File: src/bcp_defines.svh
// Purpose: Offsets, field positions and reset values of the change-detect port
// Assumes: 8-bit register bus with byte offsets as printed
// Notes:   Definitions only
`ifndef BCP_DEFINES_SVH
`define BCP_DEFINES_SVH

// --------------------------------------------------------------------------
// Register offsets
// --------------------------------------------------------------------------
`define BCP_ADDR_PORT 8'h06
`define BCP_ADDR_OPTION 8'h81
`define BCP_ADDR_DIR 8'h86
`define BCP_ADDR_IRQCTL 8'h0B
`define BCP_ADDR_STAT 8'h90
`define BCP_ADDR_MASK 8'h91

// --------------------------------------------------------------------------
// Field positions
// --------------------------------------------------------------------------
`define BCP_OPT_PULLUP_N_BIT 7
`define BCP_OPT_EDGE_BIT 6
`define BCP_IRQ_CHG_BIT 0
`define BCP_IRQ_EXT_BIT 1
`define BCP_IRQ_W 2
`define BCP_EXT_PIN 0
`define BCP_LVP_PIN 3
`define BCP_CHG_LO 4
`define BCP_CHG_HI 7

// --------------------------------------------------------------------------
// Reset values and counts
// --------------------------------------------------------------------------
`define BCP_RST_DIR 8'hFF
`define BCP_RST_OPTION 8'hFF
`define BCP_RST_LATCH 8'h00
`define BCP_RST_IRQ 2'h0
`define BCP_SETTLE_CYC 3'h5

`endif

File: src/bcp_pkg.sv
// Purpose: Shared types of the change-detect port
// Assumes: Nothing beyond the defines header
// Notes:   Types only; numbers live in bcp_defines.svh
`default_nettype none

package bcp_pkg;

  // ------------------------------------------------------------------------
  // Register bus request
  // ------------------------------------------------------------------------
  typedef struct packed {
    logic [7:0] addr;
    logic [7:0] wdata;
    logic wr;
    logic rd;
  } bcp_bus_req_t;

  // ------------------------------------------------------------------------
  // Peripheral direction override, one bit per pin
  // ------------------------------------------------------------------------
  typedef struct packed {
    logic [7:0] en;
    logic [7:0] dir;
  } bcp_ovr_t;

endpackage

`default_nettype wire

File: src/bcp_port.sv
// Purpose: Eight-pin bidirectional port with pull-ups, change detect and edge irq
// Assumes: Single 200 MHz ref_clk; rstn is power-on/brown-out; other_rst is synchronous
// Notes:   Pin inputs are triple-synchronised; registers answer one cycle after a read
//
// What this block does
// - Eight pins, each with its own output latch and direction bit
// - Direction bit one makes the pin an input, driver off
// - Direction bit zero drives the output latch onto the pin
// - Option bit seven cleared turns on weak pull-ups of all input pins
// - Pull-up is always off on a pin used as an output
// - Pull-ups are off after power-on reset
// - Only upper four input pins join change detection; outputs are excluded
// - Each such pin compares with its value caught at last port access
// - Mismatches are ORed to set the change flag, bit zero
// - A set change flag can wake the device from sleep
// - Any read or write of the port refreshes the compared values
// - Mismatch keeps setting the flag; software accesses port before clearing
// - Pin zero is an external irq input, edge chosen by option bit six
// - An enabled peripheral may force a pin direction, overriding the register
// - Direction and option registers reset to all ones on every reset
// - Data latch undefined at power-on, kept through other resets
// - Low-voltage programming mode takes pin three away from general use
`timescale 1ns/100ps
`default_nettype none
`include "bcp_defines.svh"

module bcp_port
  import bcp_pkg::*;
(
  input wire logic ref_clk,
  input wire logic rstn,
  input wire logic other_rst,
  input wire bcp_bus_req_t bus_req,
  output logic [7:0] bus_rdata_ff,
  input wire logic [7:0] pin_in,
  output logic [7:0] pin_out_ff,
  output logic [7:0] pin_oe_ff,
  output logic [7:0] pullup_en_ff,
  input wire bcp_ovr_t periph_ovr,
  input wire logic low_voltage_program_mode,
  input wire logic sleep_active,
  output logic wake_ff,
  output logic irq_ff
);

  // --------------------------------------------------------------------------
  // Helpers
  // --------------------------------------------------------------------------
  function automatic logic wr_hit(input bcp_bus_req_t r, input logic [7:0] a);
    return r.wr && (r.addr == a);
  endfunction

  function automatic logic rd_hit(input bcp_bus_req_t r, input logic [7:0] a);
    return r.rd && (r.addr == a);
  endfunction

  // --------------------------------------------------------------------------
  // Declarations
  // --------------------------------------------------------------------------
  logic [7:0] sync1_ff;
  logic [7:0] sync2_ff;
  logic [7:0] sync3_ff;
  logic [7:0] pin_filt_ff;
  logic [7:0] port_pin_data_ff;
  logic [7:0] pin_direction_mask_ff;
  logic [7:0] misc_config_ff;
  logic [`BCP_CHG_HI:`BCP_CHG_LO] cmp_ff;
  logic ext_prev_ff;
  logic [2:0] settle_ff;
  logic [`BCP_IRQ_W-1:0] irq_control_reg_ff;
  logic [`BCP_IRQ_W-1:0] irq_status_ff;
  logic [`BCP_IRQ_W-1:0] irq_mask_ff;

  logic [7:0] nxt_pin_filt;
  logic [7:0] nxt_port_pin_data;
  logic [`BCP_IRQ_W-1:0] nxt_irq_control_reg;
  logic [`BCP_IRQ_W-1:0] nxt_irq_status;
  logic [`BCP_IRQ_W-1:0] nxt_irq_mask;
  logic [7:0] nxt_rdata;

  logic [7:0] dir_eff;
  logic [7:0] lvp_mask;
  logic [7:0] port_view;
  logic settled;
  logic port_access;
  logic mismatch;
  logic ext_evt;
  logic pin_change_flag;
  logic [`BCP_IRQ_W-1:0] evt_set;

  // --------------------------------------------------------------------------
  // Pin input synchroniser and agreement filter
  // --------------------------------------------------------------------------
  // Stage one feeds stage two only; a bit moves once stages two and three agree
  always_ff @(posedge ref_clk or negedge rstn) begin
    if (!rstn) begin
      sync1_ff <= 8'h00;
      sync2_ff <= 8'h00;
      sync3_ff <= 8'h00;
      pin_filt_ff <= 8'h00;
    end else begin
      sync1_ff <= pin_in;
      sync2_ff <= sync1_ff;
      sync3_ff <= sync2_ff;
      pin_filt_ff <= nxt_pin_filt;
    end
  end

  assign nxt_pin_filt = (sync2_ff & sync3_ff) | (pin_filt_ff & (sync2_ff ^ sync3_ff));

  // Filter output is only trusted after the pipeline has filled
  always_ff @(posedge ref_clk or negedge rstn) begin
    if (!rstn) begin
      settle_ff <= 3'h0;
    end else if (settle_ff != `BCP_SETTLE_CYC) begin
      settle_ff <= settle_ff + 3'h1;
    end
  end

  assign settled = (settle_ff == `BCP_SETTLE_CYC);

  // --------------------------------------------------------------------------
  // Direction, override and programming-pin masking
  // --------------------------------------------------------------------------
  assign dir_eff = (periph_ovr.en & periph_ovr.dir) | (~periph_ovr.en & pin_direction_mask_ff);
  assign lvp_mask = low_voltage_program_mode ? (8'h01 << `BCP_LVP_PIN) : 8'h00;
  assign port_view = pin_filt_ff & ~lvp_mask;

  // --------------------------------------------------------------------------
  // Configuration registers
  // --------------------------------------------------------------------------
  // Direction and option return to all ones on every kind of reset
  always_ff @(posedge ref_clk or negedge rstn) begin
    if (!rstn) begin
      pin_direction_mask_ff <= `BCP_RST_DIR;
      misc_config_ff <= `BCP_RST_OPTION;
    end else if (other_rst) begin
      pin_direction_mask_ff <= `BCP_RST_DIR;
      misc_config_ff <= `BCP_RST_OPTION;
    end else begin
      if (wr_hit(bus_req, `BCP_ADDR_DIR)) begin
        pin_direction_mask_ff <= bus_req.wdata;
      end
      if (wr_hit(bus_req, `BCP_ADDR_OPTION)) begin
        misc_config_ff <= bus_req.wdata;
      end
    end
  end

  // --------------------------------------------------------------------------
  // Output data latch
  // --------------------------------------------------------------------------
  // Kept through other_rst; the power-on value is arbitrary, zero chosen
  // Bus writes are dropped during other_rst so the latch rides through it
  assign nxt_port_pin_data = (wr_hit(bus_req, `BCP_ADDR_PORT) && !other_rst) ? bus_req.wdata :
    port_pin_data_ff;

  always_ff @(posedge ref_clk or negedge rstn) begin
    if (!rstn) begin
      port_pin_data_ff <= `BCP_RST_LATCH;
    end else begin
      port_pin_data_ff <= nxt_port_pin_data;
    end
  end

  // --------------------------------------------------------------------------
  // Pin drive and pull-ups
  // --------------------------------------------------------------------------
  always_ff @(posedge ref_clk or negedge rstn) begin
    if (!rstn) begin
      pin_out_ff <= 8'h00;
      pin_oe_ff <= 8'h00;
      pullup_en_ff <= 8'h00;
    end else begin
      pin_out_ff <= nxt_port_pin_data;
      pin_oe_ff <= ~dir_eff & ~lvp_mask;
      // Pull-up only where the pin listens; a driven pin must not fight it
      pullup_en_ff <= {8{~misc_config_ff[`BCP_OPT_PULLUP_N_BIT]}} & dir_eff & ~lvp_mask;
    end
  end

  // --------------------------------------------------------------------------
  // Change detection
  // --------------------------------------------------------------------------
  assign port_access = wr_hit(bus_req, `BCP_ADDR_PORT) || rd_hit(bus_req, `BCP_ADDR_PORT);

  // Output pins are masked out of the compare
  assign mismatch = settled &&
    (|((port_view[`BCP_CHG_HI:`BCP_CHG_LO] ^ cmp_ff) & dir_eff[`BCP_CHG_HI:`BCP_CHG_LO]));

  // Each port access refreshes the snapshot; polling therefore hides changes
  always_ff @(posedge ref_clk or negedge rstn) begin
    if (!rstn) begin
      cmp_ff <= 4'h0;
    end else if (port_access || (settle_ff == `BCP_SETTLE_CYC - 3'h1)) begin
      cmp_ff <= port_view[`BCP_CHG_HI:`BCP_CHG_LO];
    end
  end

  // --------------------------------------------------------------------------
  // External edge interrupt on pin zero
  // --------------------------------------------------------------------------
  always_ff @(posedge ref_clk or negedge rstn) begin
    if (!rstn) begin
      ext_prev_ff <= 1'b0;
    end else begin
      ext_prev_ff <= port_view[`BCP_EXT_PIN];
    end
  end

  // Option bit six high selects the rising edge, low the falling edge
  assign ext_evt = settled && (misc_config_ff[`BCP_OPT_EDGE_BIT] ?
    (port_view[`BCP_EXT_PIN] && !ext_prev_ff) :
    (!port_view[`BCP_EXT_PIN] && ext_prev_ff));

  // --------------------------------------------------------------------------
  // Flags, status and mask
  // --------------------------------------------------------------------------
  always_comb begin
    evt_set = '0;
    evt_set[`BCP_IRQ_CHG_BIT] = mismatch;
    evt_set[`BCP_IRQ_EXT_BIT] = ext_evt;
  end

  // Set wins over a software clear, so a live mismatch re-asserts the flag
  assign nxt_irq_control_reg = (wr_hit(bus_req, `BCP_ADDR_IRQCTL) ?
    bus_req.wdata[`BCP_IRQ_W-1:0] : irq_control_reg_ff) | evt_set;

  // Read clears; an event in the same cycle survives the clear
  assign nxt_irq_status = (rd_hit(bus_req, `BCP_ADDR_STAT) ? `BCP_RST_IRQ : irq_status_ff) | evt_set;

  assign nxt_irq_mask = wr_hit(bus_req, `BCP_ADDR_MASK) ? bus_req.wdata[`BCP_IRQ_W-1:0] : irq_mask_ff;

  assign pin_change_flag = irq_control_reg_ff[`BCP_IRQ_CHG_BIT];

  always_ff @(posedge ref_clk or negedge rstn) begin
    if (!rstn) begin
      irq_control_reg_ff <= `BCP_RST_IRQ;
      irq_status_ff <= `BCP_RST_IRQ;
      irq_mask_ff <= `BCP_RST_IRQ;
    end else if (other_rst) begin
      irq_control_reg_ff <= `BCP_RST_IRQ;
      irq_status_ff <= `BCP_RST_IRQ;
      irq_mask_ff <= `BCP_RST_IRQ;
    end else begin
      irq_control_reg_ff <= nxt_irq_control_reg;
      irq_status_ff <= nxt_irq_status;
      irq_mask_ff <= nxt_irq_mask;
    end
  end

  // Interrupt and wake track the flops above with no extra lag
  always_ff @(posedge ref_clk or negedge rstn) begin
    if (!rstn) begin
      irq_ff <= 1'b0;
      wake_ff <= 1'b0;
    end else if (other_rst) begin
      irq_ff <= 1'b0;
      wake_ff <= 1'b0;
    end else begin
      irq_ff <= |(nxt_irq_status & nxt_irq_mask);
      wake_ff <= sleep_active && nxt_irq_control_reg[`BCP_IRQ_CHG_BIT];
    end
  end

  // --------------------------------------------------------------------------
  // Read data
  // --------------------------------------------------------------------------
  always_comb begin
    nxt_rdata = 8'h00;
    if (bus_req.rd) begin
      unique case (bus_req.addr)
        `BCP_ADDR_PORT: nxt_rdata = port_view;
        `BCP_ADDR_OPTION: nxt_rdata = misc_config_ff;
        `BCP_ADDR_DIR: nxt_rdata = pin_direction_mask_ff;
        `BCP_ADDR_IRQCTL: nxt_rdata = {6'h00, irq_control_reg_ff};
        `BCP_ADDR_STAT: nxt_rdata = {6'h00, irq_status_ff};
        `BCP_ADDR_MASK: nxt_rdata = {6'h00, irq_mask_ff};
        default: nxt_rdata = 8'h00;
      endcase
    end
  end

  // Data stands only in the cycle after the read strobe
  always_ff @(posedge ref_clk or negedge rstn) begin
    if (!rstn) begin
      bus_rdata_ff <= 8'h00;
    end else begin
      bus_rdata_ff <= nxt_rdata;
    end
  end
endmodule // bcp_port

`default_nettype wire

File: config.mk
export PLATFORM = sky130hd
export DESIGN_NAME = bcp_port
export DESIGN_NICKNAME = d
export VERILOG_FILES = /design/src/bcp_pkg.sv /design/src/bcp_port.sv
export VERILOG_INCLUDE_DIRS = /design/src
export SDC_FILE = /design/constraint.sdc
export NUM_CORES = 1
export LEC_CHECK = 0
export BUFFER_PORTS_ARGS = -buffer_cell sky130_fd_sc_hd__buf_2
export CORE_AREA = 8 8 133 135
export CTS_BUF_LIST = sky130_fd_sc_hd__clkbuf_2
export DETAILED_ROUTE_END_ITERATION = 16
export DIE_AREA = 0 0 141 143
export SYNTH_ARGS = -nofsm -noshare
export SYNTH_HDL_FRONTEND = slang
export SYNTH_SLANG_ARGS = --single-unit
File: constraint.sdc
create_clock -name ref_clk -period 1.25 [get_ports ref_clk]
set_input_delay 0.125 -clock ref_clk [delete_from_list [all_inputs] [get_ports ref_clk]]
set_output_delay 0.125 -clock ref_clk [all_outputs]
set_load 0.005 [all_outputs]
* Word-level counts from Yosys, hierarchy flattened
Index checks and enable logic that the tools add are counted. W data, S select, Z words.
Storage, ports and cells: register bits after elaboration 96, bits in latches 0, bits in writable memories 0, ROM bits 0, logic and storage cells 86, memories 0
Operators by class: add/sub/neg operators 1, multiply operators 0, div/mod/pow operators 0, order comparisons 0, eq/ne operators 9, shifts and indexed selects 0, muxes and demuxes 16, bitwise logic cells 20, reduce and logical (&&, ||, !) cells 22
Operator list (number):
- $and A8 B8 Y8 | 8
- $pmux W8 S6 | 1
- $mux W8 | 5
- $eq A8 B8 Y1 const B | 4
- $not A8 Y8 | 2
- $or A8 B8 Y8 | 2
- $logic_and A1 B1 Y1 | 13
- $mux W2 | 6
- $eq A8 B3 Y1 const B | 1
- $eq A8 B4 Y1 const B | 1
- $not A4 Y8 | 1
- $xor A8 B8 Y8 | 1
- $eq A3 B3 Y1 const B | 2
- $and A4 B4 Y4 | 1
- $mux W4 | 1
- $or A2 B2 Y2 | 2
- $reduce_bool A2 Y1 | 2
- $reduce_or A4 Y1 | 1
- $xor A4 B4 Y4 | 1
- $add A3 B1 Y3 const B | 1
- $logic_not A1 Y1 | 3
- $mux W1 | 3
- $ne A3 B3 Y1 const B | 1
- $and A2 B2 Y2 | 1
- 3 further kinds | 4

* Longest topological paths before layout
depth in word-level cells 11, mapped depth 8

* Worst setup path after synthesis
OpenSTA, ideal clock, no wires.
kind input to register, start point input port bus_req[15] in the netlist's numbering, end point register pin_out_ff[0], library setup time 125 ps, arrival 1527 ps, data required time 1125 ps, path slack -401 ps, stages 6, path through nor3_2 -> and3_1 -> buf_4 -> nand2_4 -> nor3b_4 -> mux2_2
On the way: longest elaborated chain between the ends 3
Ends and longest elaborated chain:
- start, declared | RTL line bcp_port.sv:33 | input wire bcp_bus_req_t bus_req,
- $eq A8 B3 Y1 | RTL line bcp_port.sv:50 | return r.wr && (r.addr == a);
- $logic_and A1 B1 Y1 | RTL line bcp_port.sv:50
- $logic_and A1 B1 Y1 | RTL line bcp_port.sv:155 | assign nxt_port_pin_data = (wr_hit(bus_req, `BCP_ADDR_PORT) && !other_rst) ? bus_req.wdata :
- end signal, assigned | RTL line bcp_port.sv:175 | pin_out_ff <= nxt_port_pin_data;
- end, declared | RTL line bcp_port.sv:36 | output logic [7:0] pin_out_ff,
No other way between the ends. A chain may end at the register's enable or synchronous reset.

* Worst setup path after layout
start point register pin_filt_ff[6], end point register irq_ff
On the way: longest elaborated chain between the ends 9
Ends and longest elaborated chain:
- start, declared | RTL line bcp_port.sv:63 | logic [7:0] pin_filt_ff;
- start signal, assigned | RTL line bcp_port.sv:105 | pin_filt_ff <= nxt_pin_filt;
- $and A8 B8 Y8 | RTL line bcp_port.sv:127 | assign port_view = pin_filt_ff & ~lvp_mask;
- $xor A4 B4 Y4 | RTL line bcp_port.sv:189 | (|((port_view[`BCP_CHG_HI:`BCP_CHG_LO] ^ cmp_ff) & dir_eff[`BCP_CHG_HI:`BCP_CHG_LO]));
- $and A4 B4 Y4 | RTL line bcp_port.sv:189
- $reduce_or A4 Y1 | RTL line bcp_port.sv:189
- $logic_and A1 B1 Y1 | RTL line bcp_port.sv:188 | assign mismatch = settled &&
- $or A2 B2 Y2 | RTL line bcp_port.sv:230 | assign nxt_irq_status = (rd_hit(bus_req, `BCP_ADDR_STAT) ? `BCP_RST_IRQ : irq_status_ff) | evt_set;
- $and A2 B2 Y2 | RTL line bcp_port.sv:261 | irq_ff <= |(nxt_irq_status & nxt_irq_mask);
- $reduce_or A2 Y1 | RTL line bcp_port.sv:261
- $mux W1 | RTL line bcp_port.sv:257 | end else if (other_rst) begin
- end signal, assigned | RTL line bcp_port.sv:261
- end, declared | RTL line bcp_port.sv:43 | output logic irq_ff
No other way between the ends.

==> flow_metrics.tcl <==
set metrics [dict create \
    outcome "finished, violations left" \
    violations "negative setup slack" \
    grt-ovfl-total 0 \
    cts_max_path_buffers 2 \
    top_level_ports 81 \
    final_util_pct 36.33 \
    final_cell_mix "dfrtp_1, buf_2, nand2_1, buf_4, dlygate4sd3_1" \
    clkPwrFrac_pct 34.6 \
    crit_type "flip-flop to flip-flop" \
    cts.clk_slew.worst_paths_ps 250 \
    hp-class "input pin to flip-flop" \
    rsz0062_at_grt "true" \
    insertion_delay_ps 580 \
    multiInputGateArea_um2 1549 \
    period_minus_slack_ps 1419 \
    final_area_um2 5667 \
    post-dp-hpwl_um 7830 \
    async_flop_share_pct 100.0 \
    die-area_um2 20160 \
    p_leak_nw 2.786 \
    vias_per_cell 4.155 \
    fp-row-count 46 \
    slowest_stage "dfrtp_1" \
    setup_viol 25 \
    synth_fp_nets 365 \
    synth_edf_count 0 \
    cp.arrival_ps 1920 \
    root_buffer "clkbuf_2" \
    ir_drop_v 0.0005193 \
    clock_sinks 96 \
    cts_tree "done" \
    htree_levels 3 \
    grt_max_degree 41 \
    tightest_slew_ps 365.1 \
    fin_crit_sh_pct 113.5 \
    ys_warn_count 0 \
    post-route-drc-count 0 \
    gp_congestion 0.8502 \
    cts-buffers-inserted 9 \
    switching_share_pct 23.63 \
    drt_first_iter_violations 84 \
    wirelength_um 10420 \
    max_stage_delay_ps 470 \
    endpoint_kind "flip-flop" \
    die_w_um 141 \
    port_buffers 80 \
    syn_area_per_cell_um2 12.45 \
    max_freq_ghz 0.7049 \
    yosysSeqAreaShare_pct 63.35 \
    design.core.area_um2 15600 \
    area_growth_pct 48.20 \
    cp-start-kind "flip-flop" \
    maxSlewHeadroom_pct 75.66 \
    hold_viol_final 0 \
    ff_latch_area_um2 2424 \
    path_max_fanout 2 \
    cp.required_ps 1750 \
    path_cells "xnor2_2, o22ai_2, o21bai_1, buf_4, nand2_2, a22o_1" \
    place_ws_ps -394.0 \
    grt_pass1_vias 3203 \
    slew_violations 0 \
    track_usage_pct 10.93 \
    synth_ff_type "dfrtp_1" \
    seq_power_share_pct 53.4 \
    grt_pass1_wl_um 16990 \
    cap_violations 0 \
    drtAntennaViolNets 0 \
    drt-pass1-iter-count 4 \
    n_fill_cell 1538 \
    nets 537 \
    power_switching_mw 1.469 \
    synth-seq-cells 96 \
    clock_skew_ps 40.69 \
    initial_utilization_pct 24.51 \
    setup_slack_ps -168.7 \
    antenna_found_initial 2 \
    power.internal_mw 4.746 \
    synth_area_um2 3824 \
    syn_inst 307 \
    drive_gt1_share_pct 42.77 \
    fin_hold_ws_ps 55.34 \
    fp.dieH_um 143 \
    power.density_nw_per_um2 1097 \
    synth.distinct_cells 40 \
    vias 2913 \
    comb_power_share_pct 12.0 \
    dpl_cell_area_um2 4853 \
    wire_per_inst_um 14.87 \
]
power groups by stage:
stage                     Clock (mW)  Sequential [mW]  Combinational, mW
final                           2.15             3.32              0.747
after global routing            2.36             3.33              0.822
after floorplan                    0             3.35              0.232
after CTS                       2.22             3.31              0.746
after detailed placement           0             3.36              0.587
after global placement             0             3.36              0.577
final cells by class:
type / instances / area share (%)
multi-input combinational: 198 / 27.34
inverter: 4 / 0.2650
clock buffer: 10 / 0.8832
tap: 216 / 4.769
clock inverter: 6 / 2.429
sequential: 96 / 42.77
antenna: 1 / 0.04416
timing repair buffer: 170 / 21.51
logic make-up (layout without fill, tap and decap cells):
kind of cell               Yosys count  in the layout  share of synthesized area, %
buffers and inverters               13            190                         1.440
xor gates and xnor gates             5              5                         1.145
and+or+nand+nor                    118            118                         16.13
DFF                                 96             96                         63.35
adders and majority gates           11             11                         3.599
other                                0              1                             0
muxes                               29             29                         8.181
AOI/OAI and AO/OA                   35             35                         6.152
synthesized netlist by cell type (4+ instances only):
master    number  share of area (%)
a21o_1         9                1.8
clkbuf_1       6               0.59
a22oi_1        7                1.4
mux2i_1       11                2.9
mux2_2        18                5.3
o21ai_0        4               0.52
ha_1          11                3.6
xnor2_1        5                1.1
dfstp_2       16                 11
a21oi_1        6               0.79
nand2_1       48                4.7
nor2b_1        4               0.65
dfrtp_1       80                 52
nor2_1        25                2.5
nand3b_1      17                3.3
inv_1          4               0.39
through the flow:
| stage | power (mW) | setup TNS, ps | instances |
|---|---|---|---|
| 2_1_floorplan | 3.581 | -3980 | 307 |
| 3_3_place_gp | 3.933 | -9547 | 638 |
| 3_5_place_dp | 3.949 | -10220 | 638 |
| 4_1_cts | 6.279 | -3500 | 700 |
| 5_1_grt | 6.512 | -5234 | 701 |
| 6_report | 6.214 | -1127 | 701 |
final timing paths:
kind | slack, ps | cells past startpoint | end | startpoint
setup / recovery | -170 | 6 | irq_ff | pin_filt_ff[6]
hold / removal | 60 | 5 | irq_mask_ff[1] | bus_req[11]
setup reg to reg | -170 | 6 | irq_ff | pin_filt_ff[6]
hold reg to reg | 390 | 0 | sync2_ff[3] | sync1_ff[3]
max in group asynchronous | 140 | 4 | pin_direction_mask_ff[5] | rstn
min in group asynchronous | 480 | 3 | sync1_ff[0] | rstn
worst max-delay path, delay by kind of cell (launching register included):
kind	cells	cell delay, ps
flip-flops	1	470
buffers and inverters	1	170
AO/OA/AOI/OAI	3	480
XOR/XNOR	1	170
AND/OR/NAND/NOR	1	60
what timing repair did:
action / CTS / global route
pin swaps: 8 / 2
hold buffers: 43 / 0
gates resized for setup: 29 / 10
endpoints found under the hold margin: 159 / 0
setup endpoints to repair: 44 / 48
buffers inserted: 4 / 0
gates cloned: 0 / 0
flip-flops by register name, summed over array words and instances (netlist names):
| signal | count |
|---|---|
| irq_ff | 1 |
| sync3_ff | 8 |
| cmp_ff | 4 |
| pullup_en_ff | 8 |
| pin_filt_ff | 8 |
| pin_direction_mask_ff | 8 |
| wake_ff | 1 |
| misc_config_ff | 8 |
| settle_ff | 3 |
| sync2_ff | 8 |
| irq_mask_ff | 2 |
| irq_status_ff | 2 |
| pin_oe_ff | 8 |
| pin_out_ff | 8 |
| sync1_ff | 8 |
| bus_rdata_ff | 8 |
| irq_control_reg_ff | 2 |
| ext_prev_ff | 1 |
metal layers:
layer	wire, µm	global-route usage (%)
met1	4479	12.59
met2	4983	17.51
met3	647	3.740
met4	299	6.222
met5	13	0
Power figures use the tool's default switching activity.
